--- config.mk ---
export PLATFORM = sky130hd
export DESIGN_NAME = amx_config_regs
export DESIGN_NICKNAME = d
export VERILOG_FILES = /design/src/shared/amx_pkg.sv /design/src/design/amx_i2c_line.sv /design/src/design/amx_ctl_decode.sv /design/src/design/amx_config_regs.sv
export SDC_FILE = /design/constraint.sdc
export NUM_CORES = 1
export LEC_CHECK = 0
export ABC_AREA = 1
export BUFFER_PORTS_ARGS = -buffer_cell sky130_fd_sc_hd__clkbuf_2
export CORE_UTILIZATION = 65
export CTS_CLUSTER_SIZE = 25
export DETAILED_ROUTE_END_ITERATION = 6
export GPL_ROUTABILITY_DRIVEN = 0
export MAX_ROUTING_LAYER = met4
export PLACE_DENSITY = 0.86
export SLEW_MARGIN = 40
export SYNTH_ARGS = -nofsm -noshare
export SYNTH_HDL_FRONTEND = slang
export SYNTH_SLANG_ARGS = --single-unit
--- constraint.sdc ---
create_clock -name clk -period 5 [get_ports clk]
set_clock_uncertainty 0.1 [all_clocks]
set_input_delay 0.25 -clock clk [delete_from_list [all_inputs] [get_ports clk]]
set_output_delay 0.25 -clock clk [all_outputs]
set_load 0.03 [all_outputs]
--- src/shared/amx_pkg.sv ---
// constants for the monitor mux, regulator and sink one config bank
// assumes an i2c target in front and analog/regulator/sink blocks behind
`default_nettype none
package amx_pkg;
  // --------------------
  // register offsets
  // --------------------
  localparam logic [7:0] REG_MON_MUX = 8'h28;
  localparam logic [7:0] REG_LDO_VOLT = 8'h30;
  localparam logic [7:0] REG_LDO_MODE = 8'h31;
  localparam logic [7:0] REG_SINK_ONE = 8'h40;
  // --------------------
  // field positions
  // --------------------
  localparam int MON_SEL_LSB = 0;
  localparam int MON_SEL_MSB = 3;
  localparam int MON_SCALE_LSB = 4;
  localparam int MON_SCALE_MSB = 7;
  localparam int LDO_ADE_BIT = 7;
  localparam int REGULATOR_VOLTAGE_CODE_MSB = 6;
  localparam int REGULATOR_POWER_MODE_LSB = 2;
  localparam int REGULATOR_POWER_MODE_MSB = 3;
  localparam int REGULATOR_ENABLE_MODE_MSB = 1;
  localparam int SINK_RANGE_LSB = 6;
  localparam int SINK_RANGE_MSB = 7;
  localparam int SINK_INV_BIT = 5;
  localparam int SINK_BRT_MSB = 4;
  // --------------------
  // reset values
  // --------------------
  localparam logic [7:0] MON_MUX_RST = 8'hF0;
  localparam logic LDO_ADE_RST = 1'h1;
  localparam logic [1:0] REGULATOR_POWER_MODE_RST = 2'h1;
  localparam logic [7:0] SINK_ONE_RST = 8'h04;
  // --------------------
  // field codes
  // --------------------
  localparam logic [3:0] MON_SEL_OFF = 4'h0;
  localparam logic [3:0] MON_SEL_BAT_CHARGE_I = 4'h4;
  localparam logic [1:0] PM_FORCED_LOW = 2'h0;
  localparam logic [1:0] PM_FORCED_NORMAL = 2'h1;
  localparam logic [1:0] PM_PIN_HIGH = 2'h2;
  localparam logic [1:0] PM_PIN_LOW = 2'h3;
  localparam logic [1:0] EN_FORCED_OFF = 2'h0;
  localparam logic [1:0] EN_FORCED_ON = 2'h1;
  localparam logic [1:0] SINK_RANGE_OFF = 2'h0;
  localparam logic [11:0] LDO_BASE_MV = 12'h320;
  localparam logic [11:0] LDO_STEP_MV = 12'h019;
  localparam logic [15:0] SINK_LSB_UA = 16'h0064;
  // --------------------
  // serial link
  // --------------------
  localparam logic [3:0] BYTE_BITS = 4'h8;
  localparam logic [3:0] LAST_BIT = 4'h7;
  // --------------------
  // analog monitor sources
  // --------------------
  typedef enum logic [3:0] {
    SRC_OFF,
    SRC_CHARGER_V,
    SRC_CHARGER_I,
    SRC_BATTERY_V,
    SRC_BATTERY_CHARGE_I,
    SRC_BATTERY_DISCHARGE_I,
    SRC_BATTERY_DISCHARGE_NULL,
    SRC_THERMISTOR_V,
    SRC_THERMISTOR_BIAS_V,
    SRC_ANALOG_GROUND,
    SRC_SYSTEM_RAIL
  } amx_src_t;
endpackage
`default_nettype wire

--- src/design/amx_i2c_line.sv ---
// edge and start/stop detection on the serial clock and data pins
// assumes pins already synchronous to clk and slow against it
`timescale 1ns/1ps
`default_nettype none
module amx_i2c_line (
  input wire logic clk,
  input wire logic rst_b,
  input wire logic ce,
  input wire logic scl,
  input wire logic sdaIn,
  output logic sclRise,
  output logic sclFall,
  output logic startSeen,
  output logic stopSeen
);
  logic sclPrev_ff;
  logic sdaPrev_ff;

  always_ff @(posedge clk) begin
    if (!rst_b) begin
      sclPrev_ff <= 1'h1;
      sdaPrev_ff <= 1'h1;
      sclRise <= 1'h0;
      sclFall <= 1'h0;
      startSeen <= 1'h0;
      stopSeen <= 1'h0;
    end else if (ce) begin
      sclPrev_ff <= scl;
      sdaPrev_ff <= sdaIn;
      sclRise <= !sclPrev_ff && scl;
      sclFall <= sclPrev_ff && !scl;
      // data moving while clock stays high marks frame edges
      startSeen <= sclPrev_ff && scl && sdaPrev_ff && !sdaIn;
      stopSeen <= sclPrev_ff && scl && !sdaPrev_ff && sdaIn;
    end
  end
endmodule
`default_nettype wire

--- src/design/amx_ctl_decode.sv ---
// turns stored fields and pins into registered control levels
// assumes field values are stable register outputs
`timescale 1ns/1ps
`default_nettype none
module amx_ctl_decode (
  input wire logic clk,
  input wire logic rst_b,
  input wire logic ce,
  input wire logic [7:0] monCfg,
  input wire logic [7:0] ldoVoltCfg,
  input wire logic [3:0] ldoModeCfg,
  input wire logic [7:0] sinkCfg,
  input wire logic powerModePin,
  input wire logic activeLowEnableIn_b,
  input wire logic chargerInputValid,
  input wire logic chargingIndication,
  input wire logic blinkDutyActive,
  output logic [3:0] monitorChannelSelect,
  output amx_pkg::amx_src_t monitorSource,
  output logic monitorBufferOn,
  output logic chargeMonitorValid,
  output logic [3:0] dischargeMonitorFullScale,
  output logic regulatorOn,
  output logic regulatorNormalMode,
  output logic regulatorActiveDischarge,
  output logic [6:0] regulatorVoltageCode,
  output logic [11:0] regulatorTargetMv,
  output logic sinkOneEnabled,
  output logic [1:0] sinkOneRange,
  output logic [15:0] sinkOneCurrentUa,
  output logic sinkOneOn
);
  function automatic amx_pkg::amx_src_t srcOf(input logic [3:0] sel);
    case (sel)
      4'h0: srcOf = amx_pkg::SRC_OFF;
      4'h1: srcOf = amx_pkg::SRC_CHARGER_V;
      4'h2: srcOf = amx_pkg::SRC_CHARGER_I;
      4'h3: srcOf = amx_pkg::SRC_BATTERY_V;
      4'h4: srcOf = amx_pkg::SRC_BATTERY_CHARGE_I;
      4'h5: srcOf = amx_pkg::SRC_BATTERY_DISCHARGE_I;
      4'h6: srcOf = amx_pkg::SRC_BATTERY_DISCHARGE_NULL;
      4'h7: srcOf = amx_pkg::SRC_THERMISTOR_V;
      4'h8: srcOf = amx_pkg::SRC_THERMISTOR_BIAS_V;
      4'h9: srcOf = amx_pkg::SRC_ANALOG_GROUND;
      default: srcOf = amx_pkg::SRC_SYSTEM_RAIL;
    endcase
  endfunction

  logic [3:0] sel;
  logic [1:0] pm;
  logic [1:0] en;
  logic [1:0] rng;
  logic [15:0] steps;
  assign sel = monCfg[amx_pkg::MON_SEL_MSB:amx_pkg::MON_SEL_LSB];
  assign pm = ldoModeCfg[amx_pkg::REGULATOR_POWER_MODE_MSB:amx_pkg::REGULATOR_POWER_MODE_LSB];
  assign en = ldoModeCfg[amx_pkg::REGULATOR_ENABLE_MODE_MSB:0];
  assign rng = sinkCfg[amx_pkg::SINK_RANGE_MSB:amx_pkg::SINK_RANGE_LSB];
  assign steps = {11'h000, sinkCfg[amx_pkg::SINK_BRT_MSB:0]} + 16'h0001;

  // --------------------
  // analog monitor
  // --------------------
  always_ff @(posedge clk) begin
    if (!rst_b) begin
      monitorChannelSelect <= amx_pkg::MON_SEL_OFF;
      monitorSource <= amx_pkg::SRC_OFF;
      monitorBufferOn <= 1'h0;
      chargeMonitorValid <= 1'h0;
      dischargeMonitorFullScale <= amx_pkg::MON_MUX_RST[7:4];
    end else if (ce) begin
      monitorChannelSelect <= sel;
      monitorSource <= srcOf(sel);
      monitorBufferOn <= (sel != amx_pkg::MON_SEL_OFF);
      chargeMonitorValid <= (sel == amx_pkg::MON_SEL_BAT_CHARGE_I) && chargingIndication;
      dischargeMonitorFullScale <= monCfg[amx_pkg::MON_SCALE_MSB:amx_pkg::MON_SCALE_LSB];
    end
  end

  // --------------------
  // regulator
  // --------------------
  always_ff @(posedge clk) begin
    if (!rst_b) begin
      regulatorOn <= 1'h0;
      regulatorNormalMode <= 1'h0;
      regulatorActiveDischarge <= amx_pkg::LDO_ADE_RST;
      regulatorVoltageCode <= 7'h00;
      regulatorTargetMv <= amx_pkg::LDO_BASE_MV;
    end else if (ce) begin
      case (en)
        amx_pkg::EN_FORCED_OFF: regulatorOn <= 1'h0;
        amx_pkg::EN_FORCED_ON: regulatorOn <= 1'h1;
        default: regulatorOn <= !activeLowEnableIn_b || chargerInputValid;
      endcase
      case (pm)
        amx_pkg::PM_FORCED_LOW: regulatorNormalMode <= 1'h0;
        amx_pkg::PM_FORCED_NORMAL: regulatorNormalMode <= 1'h1;
        amx_pkg::PM_PIN_HIGH: regulatorNormalMode <= powerModePin;
        default: regulatorNormalMode <= !powerModePin;
      endcase
      regulatorActiveDischarge <= ldoVoltCfg[amx_pkg::LDO_ADE_BIT];
      regulatorVoltageCode <= ldoVoltCfg[amx_pkg::REGULATOR_VOLTAGE_CODE_MSB:0];
      regulatorTargetMv <= amx_pkg::LDO_BASE_MV + 12'(ldoVoltCfg[amx_pkg::REGULATOR_VOLTAGE_CODE_MSB:0] * amx_pkg::LDO_STEP_MV);
    end
  end

  // --------------------
  // sink one
  // --------------------
  always_ff @(posedge clk) begin
    if (!rst_b) begin
      sinkOneEnabled <= 1'h0;
      sinkOneRange <= amx_pkg::SINK_RANGE_OFF;
      sinkOneCurrentUa <= 16'h0000;
      sinkOneOn <= 1'h0;
    end else if (ce) begin
      sinkOneEnabled <= (rng != amx_pkg::SINK_RANGE_OFF);
      sinkOneRange <= rng;
      if (rng == amx_pkg::SINK_RANGE_OFF) begin
        sinkOneCurrentUa <= 16'h0000;
      end else begin
        sinkOneCurrentUa <= 16'((steps * amx_pkg::SINK_LSB_UA) << (rng - 2'h1));
      end
      sinkOneOn <= (rng != amx_pkg::SINK_RANGE_OFF) && (blinkDutyActive ^ sinkCfg[amx_pkg::SINK_INV_BIT]);
    end
  end
endmodule
`default_nettype wire

--- src/design/amx_config_regs.sv ---
// monitor mux, regulator and sink one config bank behind an i2c target
// assumes pins synchronous to clk, scl at most a few percent of clk rate
//
// What this block does
// - four-bit channel select in bits 3:0; zero disables mux, output high impedance
// - codes one to three route charger voltage, charger current, battery voltage
// - code four routes charge current monitor, valid only while charging
// - codes five and six route discharge monitor, normal and nulling
// - codes seven to nine route thermistor, thermistor bias, ground
// - codes ten to fifteen all route the system rail
// - bits 7:4 choose discharge monitor full scale, 8.2 to 300mA
// - bit 7 of voltage register enables discharge resistor, default one
// - seven-bit voltage code, 0.8V plus 25mV per step
// - power mode zero forces low power, one forces normal
// - power mode two follows pin high, three follows pin low
// - enable code zero forces off, one forces on
// - enable codes two and three: on when enable input low or charger valid
// - sink range zero disables, others give 3.2, 6.4, 12.8mA scale
// - invert bit flips whether sink is on at start of period
// - brightness gives code plus one steps, ignored while disabled
`timescale 1ns/1ps
`default_nettype none
module amx_config_regs #(
  // target address value is arbitrary
  parameter logic [6:0] DEV_ADDR = 7'h2A,
  parameter logic [6:0] REGULATOR_VOLTAGE_CODE_OTP = 7'h00,
  parameter logic [1:0] REGULATOR_ENABLE_MODE_OTP = 2'h0
) (
  input wire logic clk,
  input wire logic rst_b,
  input wire logic ce,
  input wire logic scl,
  input wire logic sdaIn,
  output logic sdaOut,
  output logic sdaOutEn_b,
  input wire logic powerModePin,
  input wire logic activeLowEnableIn_b,
  input wire logic chargerInputValid,
  input wire logic chargingIndication,
  input wire logic blinkDutyActive,
  output logic [3:0] monitorChannelSelect,
  output amx_pkg::amx_src_t monitorSource,
  output logic monitorBufferOn,
  output logic chargeMonitorValid,
  output logic [3:0] dischargeMonitorFullScale,
  output logic regulatorOn,
  output logic regulatorNormalMode,
  output logic regulatorActiveDischarge,
  output logic [6:0] regulatorVoltageCode,
  output logic [11:0] regulatorTargetMv,
  output logic sinkOneEnabled,
  output logic [1:0] sinkOneRange,
  output logic [15:0] sinkOneCurrentUa,
  output logic sinkOneOn
);
  // --------------------
  // declarations
  // --------------------
  typedef enum logic [3:0] {
    ST_IDLE,
    ST_ADDR,
    ST_ADDR_ACK,
    ST_PTR,
    ST_PTR_ACK,
    ST_WDATA,
    ST_WDATA_ACK,
    ST_RDATA,
    ST_RACK,
    ST_IGNORE
  } amx_i2c_state_t;

  amx_i2c_state_t state_ff;
  logic [3:0] bitCnt_ff;
  logic [7:0] rxShift_ff;
  logic [7:0] txShift_ff;
  logic rdMode_ff;
  logic masterAck_ff;
  logic [7:0] regPtr_ff;
  logic wrEn_ff;
  logic [7:0] wrAddr_ff;
  logic [7:0] wrData_ff;
  logic [7:0] monCfg_ff;
  logic [7:0] ldoVoltCfg_ff;
  logic [3:0] ldoModeCfg_ff;
  logic [7:0] sinkCfg_ff;
  logic [7:0] rdByte;
  logic sclRise;
  logic sclFall;
  logic startSeen;
  logic stopSeen;

  // --------------------
  // read-back map
  // --------------------
  // unused bits zero
  function automatic logic [7:0] regRead(input logic [7:0] addr);
    case (addr)
      amx_pkg::REG_MON_MUX: regRead = monCfg_ff;
      amx_pkg::REG_LDO_VOLT: regRead = ldoVoltCfg_ff;
      amx_pkg::REG_LDO_MODE: regRead = {4'h0, ldoModeCfg_ff};
      amx_pkg::REG_SINK_ONE: regRead = sinkCfg_ff;
      default: regRead = 8'h00;
    endcase
  endfunction

  assign rdByte = regRead(regPtr_ff);

  // --------------------
  // pin edges
  // --------------------
  amx_i2c_line u_line (
    .clk(clk),
    .rst_b(rst_b),
    .ce(ce),
    .scl(scl),
    .sdaIn(sdaIn),
    .sclRise(sclRise),
    .sclFall(sclFall),
    .startSeen(startSeen),
    .stopSeen(stopSeen)
  );

  // --------------------
  // serial target
  // --------------------
  // data only moves after a detected scl fall, so it never changes while scl is high
  always_ff @(posedge clk) begin
    if (!rst_b) begin
      state_ff <= ST_IDLE;
      bitCnt_ff <= 4'h0;
      rxShift_ff <= 8'h00;
      txShift_ff <= 8'h00;
      rdMode_ff <= 1'h0;
      masterAck_ff <= 1'h0;
      regPtr_ff <= 8'h00;
      wrEn_ff <= 1'h0;
      wrAddr_ff <= 8'h00;
      wrData_ff <= 8'h00;
      sdaOut <= 1'h0;
      sdaOutEn_b <= 1'h1;
    end else if (ce) begin
      wrEn_ff <= 1'h0;
      sdaOut <= 1'h0;
      if (stopSeen) begin
        state_ff <= ST_IDLE;
        sdaOutEn_b <= 1'h1;
      end else if (startSeen) begin
        state_ff <= ST_ADDR;
        bitCnt_ff <= 4'h0;
        sdaOutEn_b <= 1'h1;
      end else begin
        case (state_ff)
          ST_ADDR: begin
            if (sclRise) begin
              rxShift_ff <= {rxShift_ff[6:0], sdaIn};
              bitCnt_ff <= bitCnt_ff + 4'h1;
            end else if (sclFall && bitCnt_ff == amx_pkg::BYTE_BITS) begin
              bitCnt_ff <= 4'h0;
              if (rxShift_ff[7:1] == DEV_ADDR) begin
                rdMode_ff <= rxShift_ff[0];
                sdaOutEn_b <= 1'h0;
                state_ff <= ST_ADDR_ACK;
              end else begin
                state_ff <= ST_IGNORE;
              end
            end
          end
          ST_PTR: begin
            if (sclRise) begin
              rxShift_ff <= {rxShift_ff[6:0], sdaIn};
              bitCnt_ff <= bitCnt_ff + 4'h1;
            end else if (sclFall && bitCnt_ff == amx_pkg::BYTE_BITS) begin
              bitCnt_ff <= 4'h0;
              regPtr_ff <= rxShift_ff;
              sdaOutEn_b <= 1'h0;
              state_ff <= ST_PTR_ACK;
            end
          end
          ST_WDATA: begin
            if (sclRise) begin
              rxShift_ff <= {rxShift_ff[6:0], sdaIn};
              bitCnt_ff <= bitCnt_ff + 4'h1;
            end else if (sclFall && bitCnt_ff == amx_pkg::BYTE_BITS) begin
              bitCnt_ff <= 4'h0;
              wrEn_ff <= 1'h1;
              wrAddr_ff <= regPtr_ff;
              wrData_ff <= rxShift_ff;
              regPtr_ff <= regPtr_ff + 8'h01;
              sdaOutEn_b <= 1'h0;
              state_ff <= ST_WDATA_ACK;
            end
          end
          ST_ADDR_ACK: begin
            if (sclFall) begin
              if (rdMode_ff) begin
                // enable low pulls the line to the zero bit value
                txShift_ff <= rdByte;
                sdaOutEn_b <= rdByte[7];
                regPtr_ff <= regPtr_ff + 8'h01;
                state_ff <= ST_RDATA;
              end else begin
                sdaOutEn_b <= 1'h1;
                state_ff <= ST_PTR;
              end
            end
          end
          ST_PTR_ACK, ST_WDATA_ACK: begin
            if (sclFall) begin
              sdaOutEn_b <= 1'h1;
              state_ff <= ST_WDATA;
            end
          end
          ST_RDATA: begin
            if (sclFall) begin
              if (bitCnt_ff == amx_pkg::LAST_BIT) begin
                bitCnt_ff <= 4'h0;
                sdaOutEn_b <= 1'h1;
                state_ff <= ST_RACK;
              end else begin
                txShift_ff <= {txShift_ff[6:0], 1'h0};
                sdaOutEn_b <= txShift_ff[6];
                bitCnt_ff <= bitCnt_ff + 4'h1;
              end
            end
          end
          ST_RACK: begin
            if (sclRise) begin
              masterAck_ff <= !sdaIn;
            end else if (sclFall) begin
              if (masterAck_ff) begin
                txShift_ff <= rdByte;
                sdaOutEn_b <= rdByte[7];
                regPtr_ff <= regPtr_ff + 8'h01;
                state_ff <= ST_RDATA;
              end else begin
                sdaOutEn_b <= 1'h1;
                state_ff <= ST_IGNORE;
              end
            end
          end
          ST_IGNORE, ST_IDLE: begin
            sdaOutEn_b <= 1'h1;
          end
          default: begin
            sdaOutEn_b <= 1'h1;
            state_ff <= ST_IDLE;
          end
        endcase
      end
    end
  end

  // --------------------
  // register bank
  // --------------------
  // system reset restores every field, otp fields come from parameters
  always_ff @(posedge clk) begin
    if (!rst_b) begin
      monCfg_ff <= amx_pkg::MON_MUX_RST;
      ldoVoltCfg_ff <= {amx_pkg::LDO_ADE_RST, REGULATOR_VOLTAGE_CODE_OTP};
      ldoModeCfg_ff <= {amx_pkg::REGULATOR_POWER_MODE_RST, REGULATOR_ENABLE_MODE_OTP};
      sinkCfg_ff <= amx_pkg::SINK_ONE_RST;
    end else if (ce && wrEn_ff) begin
      case (wrAddr_ff)
        amx_pkg::REG_MON_MUX: monCfg_ff <= wrData_ff;
        amx_pkg::REG_LDO_VOLT: ldoVoltCfg_ff <= wrData_ff;
        amx_pkg::REG_LDO_MODE: ldoModeCfg_ff <= wrData_ff[3:0];
        amx_pkg::REG_SINK_ONE: sinkCfg_ff <= wrData_ff;
        default: monCfg_ff <= monCfg_ff;
      endcase
    end
  end

  // --------------------
  // control decode
  // --------------------
  amx_ctl_decode u_decode (
    .clk(clk),
    .rst_b(rst_b),
    .ce(ce),
    .monCfg(monCfg_ff),
    .ldoVoltCfg(ldoVoltCfg_ff),
    .ldoModeCfg(ldoModeCfg_ff),
    .sinkCfg(sinkCfg_ff),
    .powerModePin(powerModePin),
    .activeLowEnableIn_b(activeLowEnableIn_b),
    .chargerInputValid(chargerInputValid),
    .chargingIndication(chargingIndication),
    .blinkDutyActive(blinkDutyActive),
    .monitorChannelSelect(monitorChannelSelect),
    .monitorSource(monitorSource),
    .monitorBufferOn(monitorBufferOn),
    .chargeMonitorValid(chargeMonitorValid),
    .dischargeMonitorFullScale(dischargeMonitorFullScale),
    .regulatorOn(regulatorOn),
    .regulatorNormalMode(regulatorNormalMode),
    .regulatorActiveDischarge(regulatorActiveDischarge),
    .regulatorVoltageCode(regulatorVoltageCode),
    .regulatorTargetMv(regulatorTargetMv),
    .sinkOneEnabled(sinkOneEnabled),
    .sinkOneRange(sinkOneRange),
    .sinkOneCurrentUa(sinkOneCurrentUa),
    .sinkOneOn(sinkOneOn)
  );
endmodule
`default_nettype wire

==> flow_summary_export.csv, run 1 <==
group,metric,value,unit
logic_synthesis,syn_area,7430,um2
routing,drt-met1-wl,7420,um
die,dieArea,11900,um2
timing,hold_slack,0.0495,ns
clock_tree,cts.sinks,135,
timing,timing.fmax,278,MHz
setup_path,cp-startpoint,"sinkCfg_ff[0]",
clock_tree,clkTransAtPathRegs,0.06,ns
logic_synthesis,synth_common_cells,"nand2_1, nor2_1, dfxtp_1",
placement,dp.cells,1218,
routing,vias,7096,
logic_synthesis,synth-async-reset-ratio,0,
timing,slew-limit-headroom,0.462,
clock_tree,clock_latency,0.42,ns
setup_path,crit_path_end_kind,"flip-flop",
global_route,antenna_found_initial,0,
clock_tree,cts_tree,"yes",
clock_tree,cts_setup_buffers,0,
timing,rsz0062_at_grt,"no",
min_path,hold_class,"in -> reg",
logic_synthesis,syn_avg_cell_area,7.02,um2
clock_tree,htreeDepth,4,
setup_path,r2r-start,"sinkCfg_ff[0]",
routing,wl_met2,8800,um
clock_tree,numCtsBuffers,17,
outcome,outcome,"finished clean",
routing,drtAntennaViolNets,0,
placement,dp_hpwl,12300,um
timing,finalCritPeriodShare,0.721,
logic_synthesis,synth_ff_type,"dfxtp_1",
run,maxCapViolations,0,
logic_synthesis,synthDistinctLibCells,45,
final_layout,area_delta_synth_final,12.8,%
power,vdd_drop_max,304,uV
min_path,hold_path.startpoint,"activeLowEnableIn_b",
global_route,track_usage,0.328,
global_route,overflow,0,
final_layout,num_antenna_cells,0,
final_layout,fin_cells,1253,
final_layout,drive_gt1_frac,0.111,
timing,report.final.hold_viol_count,0,
clock_tree,clockRootBuffer,"clkbuf_16",
setup_path,cp.required,5.25,ns
die,core-area,11000,um2
setup_path,critPathMaxFanout,9,
setup_path,path_class,"reg -> reg",
die,die_x,109,um
logic_synthesis,yosysSeqAreaShare,0.364,
final_layout,design.final.nets,1167,
final_layout,stdcell_area,8380,um2
routing,wl_met3,1030,um
routing,drtIter0Drc,587,
clock_tree,ctsResizeCount,0,
routing,highest_layer,"met4",
timing,setup_tns,0,ns
die,io_pins,68,
logic_synthesis,netlist_instances,1058,
setup_path,cp-start-kind,"flip-flop",
power,powerDensity,376,nW/um2
timing,tightest_slew,0.800,ns
logic_synthesis,synth_top_area_share,0.364,
routing,route.detailed.wl_per_inst,14.3,um
logic_synthesis,ys_seq_elements,135,
routing,via_per_inst,5.66,
logic_synthesis,yosysMostFrequentCell,"nand2_1",
routing,wirelength,18000,um
timing,maxSlewViolCount,0,
routing,first_pass_iters,6,
clock_tree,clockBufferDepth,2,
placement,numPortBuffers,64,
die,start_util,0.677,
global_route,grt_pass1_wl,29400,um
routing,drc,0,
logic_synthesis,netlist_top_cells_area,"dfxtp_1, nand2_1, ha_1",
logic_synthesis,yosysTopAreaCell,"dfxtp_1",
logic_synthesis,synth_edf_count,0,
global_route,grt_pass1_vias,6489,
power,finalPower,3.15,mW
clock_tree,hold_buffers,3,
timing,setup_viol,0,
die,rows,38,
global_route,grt_max_degree,91,
power,leakagePower,3.87,nW
logic_synthesis,ys_warn_count,0,
timing,fin_crit,3.60,ns
placement,dpl_cell_area,7720,um2
setup_path,cp.arrival,3.86,ns
die,die_h,109,um
[state kept, by name, indices dropped and copies added, names as in the netlist, 8 cells and up]
| name | count |
|---|---|
| wrAddr_ff | 8 |
| monCfg_ff | 8 |
| rxShift_ff | 8 |
| ldoVoltCfg_ff | 8 |
| u_decode.regulatorTargetMv | 12 |
| u_decode.sinkOneCurrentUa | 14 |
| sinkCfg_ff | 8 |
| regPtr_ff | 8 |
| wrData_ff | 8 |
[worst max-delay path, stage by stage, from the launching register on]
cell and delay [ns]:
dfxtp_1 0.50, ha_1 0.24, nand3_1 0.12, nand2_1 0.11, inv_1 0.04, nor2_1 0.15, inv_1 0.10, ha_1 0.28
ha_1 0.30, ha_1 0.29, ha_1 0.38, nand2_1 0.09, nor2_1 0.11, nand2_1 0.08, nand3_1 0.07, nand2_1 0.08
nand2_1 0.08, nand3_1 0.06, nand2_1 0.12, nand2_1 0.05, a21oi_1 0.17
[routing by layer]
layer | track usage | vias to the layer above
met2 | 0.543 | 259
met1 | 0.368 | 3221
met3 | 0.0765 | 76
met4 | 0.167 | 0
met5 | - | -
li1 | - | 3540
[metrics by stage]
step	setup slack, ns	util
finish	1.40	0.763
global route	1.13	0.763
global placement	1.56	0.703
detailed placement	1.43	0.703
CTS	1.42	0.763
floorplan	1.88	-
[cell families (layout without fill, tap and decap cells)]
| kind of cell | after synthesis | in the layout | synth area share |
|---|---|---|---|
| flip-flops | 135 | 135 | 0.364 |
| AND/OR/NAND/NOR | 452 | 452 | 0.256 |
| other | 1 | 3 | 0.000505 |
| XOR/XNOR | 14 | 14 | 0.0165 |
| buffers and inverters | 172 | 225 | 0.0950 |
| adder cells (fa/ha/maj) | 57 | 57 | 0.101 |
| AO/OA/AOI/OAI | 226 | 226 | 0.166 |
| multiplexers | 1 | 1 | 0.00135 |
[power by group]
| group | leakage, nW | internal [mW] | total [mW] | switching [mW] |
|---|---|---|---|---|
| registers | 1.10 | 1.14 | 1.20 | 0.0603 |
| logic | 2.46 | 0.192 | 0.629 | 0.437 |
| clock network | 0.313 | 0.857 | 1.32 | 0.466 |
[worst paths after layout]
| kind | cells past startpoint | slack (ns) | to |
|---|---|---|---|
| setup / recovery | 20 | 1.40 | u_decode.sinkOneCurrentUa[13] |
| hold / removal | 4 | 0.05 | u_decode.regulatorOn |
| setup reg to reg | 20 | 1.40 | u_decode.sinkOneCurrentUa[13] |
| hold reg to reg | 2 | 0.36 | u_decode.regulatorTargetMv[5] |
[layout make-up]
cell class                 instances  area, um2
sequential                       135       2700
clock buffer                      19        453
clock inverter                    13        175
fill                             805       2600
timing repair buffer              71        380
inverter                         122        458
multi-input combinational        753       4040
tap                              140        175
[layout by cell type (no fill, tap or decap), types with 3 or more instances in the layout]
master / n
xor2_1: 11
conb_1: 3
nand3_1: 55
ha_1: 52
nand3b_1: 4
nand2_2: 3
inv_1: 118
dfxtp_1: 135
dlygate4sd3_1: 3
clkbuf_2: 64
a22oi_1: 8
a21oi_1: 88
clkinv_2: 6
nor2_1: 137
clkbuf_16: 17
bufinv_16: 4
fa_1: 5
nand4_1: 10
inv_2: 3
a211oi_1: 8
a31oi_1: 3
nor3_1: 14
o211ai_1: 13
nand2_1: 212
o21ai_0: 91
xnor2_1: 3
buf_4: 4
o21ai_1: 7
nor2_2: 9
(Power assumes the default switching activity.)
==> run 2: changes to the inputs <==
--- a/config.mk
+++ b/config.mk
@@ -7,12 +7,12 @@
 export LEC_CHECK = 0
 export ABC_AREA = 1
 export BUFFER_PORTS_ARGS = -buffer_cell sky130_fd_sc_hd__clkbuf_2
-export CORE_UTILIZATION = 65
+export CORE_UTILIZATION = 60
 export CTS_CLUSTER_SIZE = 25
 export DETAILED_ROUTE_END_ITERATION = 6
 export GPL_ROUTABILITY_DRIVEN = 0
 export MAX_ROUTING_LAYER = met4
-export PLACE_DENSITY = 0.86
+export PLACE_DENSITY = 0.8
 export SLEW_MARGIN = 40
 export SYNTH_ARGS = -nofsm -noshare
 export SYNTH_HDL_FRONTEND = slang
==> constraint.sdc (replaced) <==
create_clock -name clk -period 3.6 [get_ports clk]
set_clock_uncertainty 0.1 [all_clocks]
set_input_delay 0.18 -clock clk [delete_from_list [all_inputs] [get_ports clk]]
set_output_delay 0.18 -clock clk [all_outputs]
set_load 0.03 [all_outputs]
==> flow_summary_export.csv, run 2 (synthesis gave the netlist of run 1 again) <==
group,metric,value,unit
setup_path,crit_slowest_cell,"dfxtp_4",
clock_tree,htreeDepth,4,
setup_path,cp-start-kind,"flip-flop",
clock_tree,clkTransAtPathRegs,0.05,ns
final_layout,drive_gt1_frac,0.116,
setup_path,cpMostUsedCell,"nand2_1",
clock_tree,clockRootBuffer,"clkbuf_16",
placement,dpl_cell_area,7790,um2
setup_path,path_class,"reg -> reg",
routing,drtAntennaViolNets,0,
routing,via_per_inst,5.38,
global_route,grt_pass1_vias,6422,
timing,slew-limit-headroom,0.548,
global_route,antenna_found_initial,0,
final_layout,fill_cells,1029,
die,core-area,12100,um2
timing,timing.fmax,308,MHz
power,vdd_drop_max,388,uV
setup_path,critPathMaxFanout,6,
timing,fin_crit,3.25,ns
setup_path,cp_cell_sequence,"ha_2 > nand3_1 > nand2_1 > inv_1 > nor2_2 > inv_1 > ha_1 > ha_1 > ha_4 > ha_4 > nand2_1 > nor2_1 > nand2_1 > nand3_1 > nand2_1 > nand2_1 > nand3_1 > nand2_2 > nand2_1 > a21oi_1",
timing,rsz0062_at_grt,"no",
clock_tree,cts_tree,"yes",
setup_path,cp.arrival,3.50,ns
power,powerDensity,509,nW/um2
final_layout,area_delta_synth_final,14.2,%
setup_path,cp-startpoint,"sinkCfg_ff[1]",
final_layout,num_antenna_cells,0,
clock_tree,cts_setup_buffers,0,
timing,maxSlewViolCount,0,
timing,setup_viol,0,
placement,dp.cells,1251,
final_layout,reg_top3,"u_decode.sinkOneCurrentUa x14, u_decode.regulatorTargetMv x12",
placement,post-place-ws,0.125,ns
die,start_util,0.616,
final_layout,stdcell_area,8490,um2
setup_path,rrSetupSlack,0.35,ns
final_layout,regMostFlops,"u_decode.sinkOneCurrentUa",
timing,fin_ws,0.354,ns
routing,vias,6928,
placement,dp_hpwl,12200,um
min_path,whs_path_depth,5,
timing,tightest_slew,0.675,ns
setup_path,path_depth,20,
global_route,track_usage,0.299,
die,die_x,113,um
setup_path,crit_path_end_kind,"flip-flop",
clock_tree,clock_latency,0.42,ns
final_layout,fin_cells,1287,
setup_path,r2r-start,"sinkCfg_ff[1]",
setup_path,r2r_end,"u_decode.sinkOneCurrentUa[13]",
clock_tree,numCtsBuffers,17,
routing,route.detailed.wl_per_inst,13.7,um
final_layout,final_common_cell,"nand2_1",
final_layout,largest_reg_flops,14,
final_layout,design.final.nets,1174,
clock_tree,cts.sinks,135,
setup_path,endpoint,"u_decode.sinkOneCurrentUa[13]",
timing,setup_tns,0,ns
setup_path,cpPeakStageDelay,0.37,ns
setup_path,cp.required,3.85,ns
timing,finalCritPeriodShare,0.902,
routing,drtIter0Drc,577,
die,io_pins,68,
global_route,overflow,0,
global_route,grt_pass1_wl,29600,um
setup_path,reg2reg_depth,20,
final_layout,final_cell_mix,"nand2_1, nor2_1, dfxtp_1, inv_1, o21ai_0",
placement,numPortBuffers,64,
die,die_h,113,um
timing,hold_slack,0.0159,ns
timing,report.final.hold_viol_count,0,
global_route,grt_max_degree,47,
setup_path,critPathBufInv,2,
run,maxCapViolations,0,
clock_tree,clockBufferDepth,2,
die,rows,40,
die,dieArea,12800,um2
outcome,outcome,"finished clean",
power,leakagePower,3.88,nW
min_path,hold_class,"in -> reg",
routing,first_pass_iters,6,
routing,wirelength,17600,um
routing,drc,0,
setup_path,critical_path.top_delay_family,"adder cells",
[run 2: cell types whose count changed in the layout (fill, tap and decap cells not counted), sizes merged]
cell / change
clkbuf: +3
buf: +5
clkinv: -3
inv: -2
dlygate4sd3: +2
clkinvlp: +1
[run 2: metal layers]
metal  wire length, um  vias to the layer above  share of wire  global-route usage
met5                 0                        -              0                   -
met4               451                        0          0.026               0.123
met3               874                       45          0.050              0.0627
met2              8520                      208           0.48               0.498
met1              7740                     3115           0.44               0.350
li1                  -                     3560              -                   -
[run 2: area by class of cell]
cell class	count	area [um2]	area share
flip-flops and latches	135	2710	0.319
inverters	122	458	0.0539
well taps	168	210	0.0248
clock buffers	22	454	0.0535
multi-input cells	753	4070	0.480
repair buffers	78	438	0.0516
clock inverters	9	150	0.0177
[run 2: how the worst min path moves through the flow]
| stage | start | slack, ns | to |
|---|---|---|---|
| finish | chargerInputValid | 0.02 | u_decode.regulatorOn |
| global route | powerModePin | 0.02 | u_decode.regulatorNormalMode |
| detailed placement | u_decode.dischargeMonitorFullScale[2] | 0.34 | u_decode.dischargeMonitorFullScale[2] |
| floorplan | sdaIn | 0.20 | masterAck_ff |
| CTS | chargerInputValid | 0.006 | u_decode.regulatorOn |
| global placement | u_decode.dischargeMonitorFullScale[0] | 0.34 | u_decode.dischargeMonitorFullScale[0] |
[run 2: worst reg2reg max path, stage by stage (launching register included)]
cell and delay (ns):
dfxtp_4 0.37, ha_2 0.19, nand3_1 0.10, nand2_1 0.10, inv_1 0.05, nor2_2 0.11
inv_1 0.09, ha_1 0.29, ha_1 0.34, ha_4 0.26, ha_4 0.29, nand2_1 0.06
nor2_1 0.10, nand2_1 0.07, nand3_1 0.07, nand2_1 0.08, nand2_1 0.08, nand3_1 0.08
nand2_2 0.11, nand2_1 0.08, a21oi_1 0.16
[run 2: metrics by stage]
| stage | utilization | total power, mW |
|---|---|---|
| 2_1_floorplan | - | 2.36 |
| 3_3_place_gp | 0.646 | 2.52 |
| 3_5_place_dp | 0.646 | 2.54 |
| 4_1_cts | 0.700 | 4.33 |
| 5_1_grt | 0.704 | 4.54 |
| 6_report | 0.704 | 4.32 |
[run 2: power breakdown]
group / internal (mW) / total [mW] / switching, mW
logic: 0.270 / 0.867 / 0.597
registers: 1.58 / 1.66 / 0.0796
clock network: 1.17 / 1.80 / 0.629
[run 2: what timing repair did]
item	in CTS	in global routing
resized for setup	0	7
hold endpoints to repair	8	0
hold buffers	5	0
setup endpoints to repair	0	5
